**src/hdl/ocf_pkg.sv**
```systemverilog
// Purpose: Constants shared by the over-current fault response block.
// Assumes: 100 MHz clock; delay time unit counted in 1 us base ticks.
// Notes:   Policy byte layout is response[7:6], retries[5:3], delay[2:0].
package ocf_pkg;

  // ----------------------------------------------------------------
  // Timing
  // ----------------------------------------------------------------
  localparam int CLK_PERIOD_NS = 10;
  localparam int BASE_TICK_NS = 1000;
  localparam int BASE_TICK_CYC = (BASE_TICK_NS + CLK_PERIOD_NS - 1) / CLK_PERIOD_NS;

  // ----------------------------------------------------------------
  // Policy byte fields
  // ----------------------------------------------------------------
  localparam int RESP_MSB = 7;
  localparam int RESP_LSB = 6;
  localparam int RETRY_MSB = 5;
  localparam int RETRY_LSB = 3;
  localparam int DELAY_MSB = 2;
  localparam int DELAY_LSB = 0;
  localparam logic [7:0] POLICY_RST = 8'h80;
  localparam logic [2:0] RETRY_NONE = 3'h0;
  localparam logic [2:0] RETRY_FOREVER = 3'h7;

  typedef enum logic [1:0] {
    OCF_RESP_LIMIT_FOREVER = 2'h0,
    OCF_RESP_LIMIT_ABOVE_LV = 2'h1,
    OCF_RESP_LIMIT_DELAY = 2'h2,
    OCF_RESP_SHUTDOWN = 2'h3
  } ocf_resp_t;

  // ----------------------------------------------------------------
  // Sequencer states, Gray coded along the usual path
  // ----------------------------------------------------------------
  typedef enum logic [2:0] {
    OCF_ST_OFF = 3'h0,
    OCF_ST_RUN = 3'h1,
    OCF_ST_LIMIT = 3'h3,
    OCF_ST_WAIT = 3'h2,
    OCF_ST_RESTART = 3'h6,
    OCF_ST_LATCH = 3'h7
  } ocf_state_t;

endpackage

```
**src/hdl/ocf_fault_response.sv**
```systemverilog
// Purpose: Output over-current fault response sequencer with retry policy.
// Assumes: Policy byte written by the host command decoder on this clock;
//          delay time unit comes from a separate timing register input.
// Notes:   Pins are synchronised here; clear and write strobes are not.
//
// How it works
// RQ1 - Code 10: hold current limit for delay, then retry policy if still limiting.
// RQ2 - Code 11: disable output at once on over-current, then retry policy.
// RQ3 - Retry code zero: never restart, stay off until fault cleared.
// RQ4 - Codes one to six: that many restarts, then off until cleared.
// RQ5 - Restart starts are spaced by multiplier times delay unit.
// RQ6 - Code 111 retries forever until commanded off, bias lost, other fault.
// RQ7 - Delay field selects one to 128 units, doubling per code.
// RQ8 - Delay sets ride-through time and retry spacing alike.
// RQ9 - Delay unit length comes from the separate timing register.
// RQ10 - Every response sets the fault status bit and alerts the host.
// RQ11 - Code 00: current limit indefinitely, regardless of voltage.
// RQ12 - Code 01: limit while voltage above threshold, else shut down and retry.
// RQ13 - Fault cleared by clear strobe, off-then-on command, bias loss or reset.
// RQ14 - Attempt counter cleared with fault; recurring over-current fails attempt.
`timescale 1ns/10ps
`default_nettype none

module ocf_fault_response
  import ocf_pkg::*;
#(
  parameter int TICK_CYC = BASE_TICK_CYC
) (
  input wire logic i_clk,
  input wire logic i_nrst,
  input wire logic i_oc_detect,
  input wire logic i_vout_low,
  input wire logic i_bias_ok,
  input wire logic i_other_fault,
  input wire logic i_cmd_on,
  input wire logic i_clear_fault,
  input wire logic i_policy_wr,
  input wire logic [7:0] i_policy_wdata,
  input wire logic [7:0] i_delay_unit,
  output logic [7:0] o_policy,
  output logic o_output_en,
  output logic o_current_limit,
  output logic o_oc_fault_status,
  output logic o_alert,
  output logic [2:0] o_attempts,
  output logic [2:0] o_state
);

  // The base divider is sixteen bits wide
  if (TICK_CYC < 1 || TICK_CYC > 65535) begin : g_bad_tick
    $error("TICK_CYC out of range");
  end

  // ----------------------------------------------------------------
  // Reset release and pin synchronisers
  // ----------------------------------------------------------------
  logic [1:0] rst_sync_reg;
  logic rst_n;
  always_ff @(posedge i_clk or negedge i_nrst) begin
    if (!i_nrst) begin
      rst_sync_reg <= 2'h0;
    end else begin
      rst_sync_reg <= {rst_sync_reg[0], 1'b1};
    end
  end
  assign rst_n = rst_sync_reg[1];

  localparam int NPIN = 5;
  logic [NPIN-1:0] pin_raw;
  logic [NPIN-1:0] pin_meta_reg;
  logic [NPIN-1:0] pin_reg;
  assign pin_raw = {i_oc_detect, i_vout_low, i_bias_ok, i_other_fault, i_cmd_on};
  always_ff @(posedge i_clk or negedge rst_n) begin
    if (!rst_n) begin
      pin_meta_reg <= '0;
      pin_reg <= '0;
    end else begin
      pin_meta_reg <= pin_raw;
      pin_reg <= pin_meta_reg;
    end
  end

  logic oc;
  logic vlow;
  logic bias;
  logic other;
  logic cmd_on;
  assign {oc, vlow, bias, other, cmd_on} = pin_reg;

  // ----------------------------------------------------------------
  // Base tick divider
  // ----------------------------------------------------------------
  logic [15:0] div_reg;
  logic [15:0] div_next;
  logic tick;
  assign tick = (div_reg == 16'h0000);
  always_comb begin
    div_next = tick ? 16'(TICK_CYC - 1) : div_reg - 16'h0001;
  end
  always_ff @(posedge i_clk or negedge rst_n) begin
    if (!rst_n) begin
      div_reg <= 16'h0000;
    end else begin
      div_reg <= div_next;
    end
  end

  // ----------------------------------------------------------------
  // Sequencer
  // ----------------------------------------------------------------
  ocf_state_t state_reg;
  ocf_state_t state_next;
  logic [7:0] policy_reg;
  logic [7:0] policy_next;
  logic [7:0] unit_cnt_reg;
  logic [7:0] unit_cnt_next;
  logic [7:0] units_left_reg;
  logic [7:0] units_left_next;
  logic [2:0] attempts_reg;
  logic [2:0] attempts_next;
  logic status_reg;
  logic status_next;
  logic alert_reg;
  logic alert_next;
  logic cmd_on_d_reg;
  logic out_en_reg;
  logic out_en_next;
  logic limit_reg;
  logic limit_next;

  ocf_resp_t resp;
  logic [2:0] retries;
  logic [2:0] delay_code;
  logic [7:0] unit_len;
  logic expire;
  logic load_timer;
  logic cmd_rise;
  logic clear_any;
  logic retry_ok;
  logic oc_event;
  logic shut;

  assign resp = ocf_resp_t'(policy_reg[RESP_MSB:RESP_LSB]);
  assign retries = policy_reg[RETRY_MSB:RETRY_LSB];
  assign delay_code = policy_reg[DELAY_MSB:DELAY_LSB];
  // Unit length from the timing register; zero treated as one tick
  assign unit_len = (i_delay_unit == 8'h00) ? 8'h01 : i_delay_unit; // RQ9
  assign expire = tick && (unit_cnt_reg == 8'h00) && (units_left_reg == 8'h00);
  assign cmd_rise = cmd_on && !cmd_on_d_reg;
  assign clear_any = i_clear_fault || cmd_rise; // RQ13
  assign retry_ok = (retries == RETRY_FOREVER) || (attempts_reg < retries); // RQ4 RQ6

  always_comb begin
    state_next = state_reg;
    policy_next = i_policy_wr ? i_policy_wdata : policy_reg;
    attempts_next = attempts_reg;
    load_timer = 1'b0;
    oc_event = 1'b0;
    shut = 1'b0;
    unique case (state_reg)
      OCF_ST_OFF: begin
        if (cmd_on && !other) begin
          state_next = OCF_ST_RUN;
        end
      end
      OCF_ST_RUN: begin
        if (oc) begin
          oc_event = 1'b1; // RQ10
          if (resp == OCF_RESP_SHUTDOWN) begin
            shut = 1'b1; // RQ2
          end else begin
            state_next = OCF_ST_LIMIT; // RQ11
            load_timer = 1'b1; // RQ1
          end
        end
      end
      OCF_ST_LIMIT: begin
        unique case (resp)
          OCF_RESP_LIMIT_FOREVER: state_next = OCF_ST_LIMIT; // RQ11
          OCF_RESP_LIMIT_ABOVE_LV: shut = vlow; // RQ12
          OCF_RESP_LIMIT_DELAY: begin
            if (!oc) begin
              state_next = OCF_ST_RUN;
            end else if (expire) begin
              shut = 1'b1; // RQ1 RQ8
            end
          end
          OCF_RESP_SHUTDOWN: shut = 1'b1;
        endcase
        // Limit ends when the load falls back under the threshold
        if (!oc && resp != OCF_RESP_LIMIT_DELAY) begin
          state_next = OCF_ST_RUN;
        end
      end
      OCF_ST_WAIT: begin
        if (expire) begin
          state_next = OCF_ST_RESTART;
          attempts_next = (retries == RETRY_FOREVER) ? attempts_reg : attempts_reg + 3'h1;
          load_timer = 1'b1; // RQ5
        end
      end
      OCF_ST_RESTART: begin
        if (oc) begin
          oc_event = 1'b1; // RQ14
          // Timer keeps running so start-to-start spacing is one delay
          state_next = retry_ok ? OCF_ST_WAIT : OCF_ST_LATCH; // RQ4 RQ5
        end else if (expire) begin
          state_next = OCF_ST_RUN;
          attempts_next = 3'h0;
        end
      end
      OCF_ST_LATCH: begin
        if (clear_any) begin
          state_next = OCF_ST_OFF; // RQ3
        end
      end
      default: state_next = OCF_ST_OFF;
    endcase
    if (shut) begin
      load_timer = 1'b1;
      state_next = (retries == RETRY_NONE || !retry_ok) ? OCF_ST_LATCH : OCF_ST_WAIT; // RQ3
    end
    if (clear_any) begin
      attempts_next = 3'h0; // RQ14
    end
    // Command off, bias loss or a foreign fault stop everything
    if (!cmd_on || !bias || other) begin
      state_next = OCF_ST_OFF; // RQ6
      attempts_next = 3'h0;
    end
  end

  always_comb begin
    if (load_timer) begin
      unit_cnt_next = unit_len - 8'h01;
      units_left_next = 8'((9'h001 << delay_code) - 9'h001); // RQ7
    end else if (tick) begin
      unit_cnt_next = (unit_cnt_reg == 8'h00) ? unit_len - 8'h01 : unit_cnt_reg - 8'h01;
      units_left_next = units_left_reg;
      if (unit_cnt_reg == 8'h00 && units_left_reg != 8'h00) begin
        units_left_next = units_left_reg - 8'h01;
      end
    end else begin
      unit_cnt_next = unit_cnt_reg;
      units_left_next = units_left_reg;
    end
  end

  always_comb begin
    // A new over-current wins over a clear in the same cycle
    status_next = oc_event || (status_reg && !clear_any && bias); // RQ10 RQ13
    alert_next = oc_event || (alert_reg && !clear_any && bias);
    out_en_next = (state_next == OCF_ST_RUN) || (state_next == OCF_ST_LIMIT) ||
                  (state_next == OCF_ST_RESTART); // RQ2
    limit_next = (state_next == OCF_ST_LIMIT);
  end

  always_ff @(posedge i_clk or negedge rst_n) begin
    if (!rst_n) begin
      state_reg <= OCF_ST_OFF;
      policy_reg <= POLICY_RST;
      unit_cnt_reg <= 8'h00;
      units_left_reg <= 8'h00;
      attempts_reg <= 3'h0;
      status_reg <= 1'b0;
      alert_reg <= 1'b0;
      cmd_on_d_reg <= 1'b0;
      out_en_reg <= 1'b0;
      limit_reg <= 1'b0;
    end else begin
      state_reg <= state_next;
      policy_reg <= policy_next;
      unit_cnt_reg <= unit_cnt_next;
      units_left_reg <= units_left_next;
      attempts_reg <= attempts_next;
      status_reg <= status_next;
      alert_reg <= alert_next;
      cmd_on_d_reg <= cmd_on;
      out_en_reg <= out_en_next;
      limit_reg <= limit_next;
    end
  end

  assign o_policy = policy_reg;
  assign o_output_en = out_en_reg;
  assign o_current_limit = limit_reg;
  assign o_oc_fault_status = status_reg;
  assign o_alert = alert_reg;
  assign o_attempts = attempts_reg;
  assign o_state = state_reg;

endmodule

`default_nettype wire

```
**config.mk**
```make
export PLATFORM = sky130hd
export DESIGN_NAME = ocf_fault_response
export DESIGN_NICKNAME = d
export VERILOG_FILES = /design/src/hdl/ocf_pkg.sv /design/src/hdl/ocf_fault_response.sv
export SDC_FILE = /design/constraint.sdc
export NUM_CORES = 1
export LEC_CHECK = 0
export BUFFER_PORTS_ARGS = -buffer_cell sky130_fd_sc_hd__buf_2
export CAP_MARGIN = 10
export CORE_ASPECT_RATIO = 1.1
export CORE_MARGIN = 2
export CORE_UTILIZATION = 40
export DETAILED_ROUTE_END_ITERATION = 8
export SLEW_MARGIN = 20
export SYNTH_ARGS = -nofsm -noshare
export SYNTH_HDL_FRONTEND = slang
export SYNTH_SLANG_ARGS = --single-unit
```
**constraint.sdc**
```tcl
create_clock -name i_clk -period 2.7 [get_ports i_clk]
set_input_delay 0.135 -clock i_clk [delete_from_list [all_inputs] [get_ports i_clk]]
set_output_delay 0.135 -clock i_clk [all_outputs]
set_load 0.01 [all_outputs]
```
==> impl_metrics.tcl <==
set metrics [dict create \
    synth.distinct_cells 58 \
    path_cells "or4_4 > and4b_2 > a31oi_2 > buf_4 > a21oi_1 > ha_2 > o21ai_2 > xor2_1 > a31oi_1 > mux2i_1" \
    worstMarginPinSlew_ns 0.723 \
    cp.arrival_ns 2.81 \
    rows 35 \
    critPathKind "flip-flop to flip-flop" \
    ys_seq_area_frac 0.464 \
    status "complete, no violations" \
    synthArstFlopShare 1.00 \
    io_buffers 42 \
    path_clk_slew_ns 0.08 \
    place_area_um2 3880 \
    cts_setup_buffers 0 \
    max_cap_viol_count 0 \
    largest_register_ffs 16 \
    vias_per_cell 5.39 \
    wl_met2_mm 3.83 \
    cp-start-kind "flip-flop" \
    synth_top_area_share 0.456 \
    numCtsBuffers 9 \
    drtIter0Drc 125 \
    irDropWorstVdd_mv 0.215 \
    wl_per_cell_um 14.4 \
    syn_avg_cell_area_um2 9.48 \
    rsz0062_at_grt "false" \
    yosys-top-cells-count "62 x dfrtp_1, 41 x nor2_1, 32 x nand2_1" \
    wl_met1_mm 3.54 \
    finalHoldViolCount 0 \
    slew_headroom 0.518 \
    clock_path_buffers 2 \
    clkSinkCount 63 \
    diodes 0 \
    die_width_um 91.9 \
    grt-ovfl-total 0 \
    hold_path.class "input pin to flip-flop" \
    grt_pass1_wl_mm 13.3 \
    timing.final.ws_setup_ns 0.113 \
    skew_ns 0.0160 \
    period_share 0.958 \
    die-area_um2 9260 \
    crit_slowest_cell "or4_4" \
    first_pass_iters 5 \
    maxClockFrequency_ghz 0.387 \
    crit_required_ns 2.93 \
    finalNetCount 462 \
    cp_top_family "simple AND/OR/NAND/NOR gates" \
    htree_levels 3 \
    fin_area_um2 4190 \
    wl_met3_um 343 \
    ios 43 \
    synth_top_flop_cell "dfrtp_1" \
    period_minus_slack_ns 2.59 \
    dpl.cell_count 521 \
    leakage_nw 1.91 \
    endpoint_kind "flip-flop" \
    synthesis.nets 392 \
    final_cells 545 \
    start_util 0.409 \
    ys_ff_latch 63 \
    powerDensity_nw_per_um2 550 \
    cp_max_fo 3 \
    syn_inst 359 \
    gp_congestion 0.860 \
    setup_tns_ns 0 \
    routed.top_layer "met4" \
    antenna_found_initial 0 \
    dp_hpwl_mm 5.65 \
    path_buf_inv 1 \
    drtAntennaViolNets 0 \
    clk_latency_ns 0.36 \
    route.detailed.drc 0 \
    setup_viol 0 \
    gr-usage-all-layers 0.181 \
    pre_cts_ws_ns 0.0656 \
    cts_tree "yes" \
    yosys_warnings 0 \
    syn2layout_area_growth_pct 23.0 \
    slowest_delay_ns 0.53 \
    synth_top_cell_by_area "dfrtp_1" \
    synth_edf_count 0 \
    grt_max_degree 33 \
    synth_area_leaders "dfrtp_1 46%, nor2_1 4.5%, o21ai_0 3.8%" \
    yosysMostFrequentCell "dfrtp_1" \
    finalWirelength_mm 7.84 \
    die_h_um 101 \
    grt_pass1_vias 2887 \
    coreArea_um2 8320 \
    synth_area_um2 3400 \
    vias 2936 \
    drive_above_1_share 0.251 \
    slew_violations 0 \
    cts_root_buf "clkbuf_8" \
]
==> repair_timing <==
action / in CTS / in global routing
endpoints found under the setup margin: 0 / 3
hold buffers: 8 / 0
endpoints found under the hold margin: 9 / 0
gates resized for setup: 0 / 8
==> cell families (layout without fill, tap and decap cells) <==
group | after synthesis | in the layout | share of synthesized area
multiplexers | 11 | 11 | 0.0349
adder cells (fa/ha/maj) | 8 | 8 | 0.0294
XOR/XNOR | 22 | 22 | 0.0566
AO/OA/AOI/OAI | 86 | 86 | 0.160
other | 1 | 1 | 0.00110
flip-flops | 63 | 63 | 0.464
AND/OR/NAND/NOR | 142 | 142 | 0.225
buffers and inverters | 26 | 101 | 0.0301
==> stage by stage <==
stage | utilization | hold slack [ns] | total power (W)
2_1_floorplan | - | -0.161 | 0.00133
3_3_place_gp | 0.466 | -0.0783 | 0.00146
3_5_place_dp | 0.466 | -0.0778 | 0.00147
4_1_cts | 0.499 | 0.00145 | 0.00232
5_1_grt | 0.503 | 0.00296 | 0.00242
6_report | 0.503 | 0.0121 | 0.00230
==> cells in the final DEF (no fill, tap or decap), types with 11 or more instances in the layout <==
master / count
buf_4: 19
inv_1: 15
xnor2_1: 12
nor3_1: 11
o21ai_0: 25
dfrtp_1: 61
buf_2: 42
nor2_1: 41
nand2_1: 32
a21oi_1: 20
==> layer usage <==
layer	vias up	global-route usage
li1	1426	-
met1	1418	0.221
met2	80	0.309
met3	12	0.0352
met4	0	0.0861
met5	-	0
==> final timing paths <==
path | start | endpoint | slack, ns | cells after the start
setup / recovery | units_left_reg[5] | units_left_reg[6] | 0.11 | 10
hold / removal | i_policy_wdata[1] | o_policy[1] | 0.01 | 2
setup reg to reg | units_left_reg[5] | units_left_reg[6] | 0.11 | 10
hold reg to reg | rst_sync_reg[1] | div_reg[5] | 0.31 | 0
max in group asynchronous | rst_sync_reg[1] | o_policy[7] | 1.69 | 1
min in group asynchronous | i_nrst | rst_sync_reg[0] | 0.09 | 2
==> report_power, final <==
part | leakage (nW) | internal (W) | switching, W
sequential | 0.785 | 0.00101 | 0.0000801
clock | 0.0875 | 0.000425 | 0.000404
combinational | 1.04 | 0.000193 | 0.000194
total | 1.91 | 0.00162 | 0.000678
==> cell type report <==
cell class | instances | area [um2]
clock inverters | 7 | 73.8
clock buffers | 9 | 124
well taps | 111 | 139
multi-input cells | 270 | 1760
inverters | 15 | 56.3
flip-flops and latches | 63 | 1580
fillers | 784 | 4130
repair buffers | 70 | 453
Note: power is estimated with default switching activity, not from simulation.
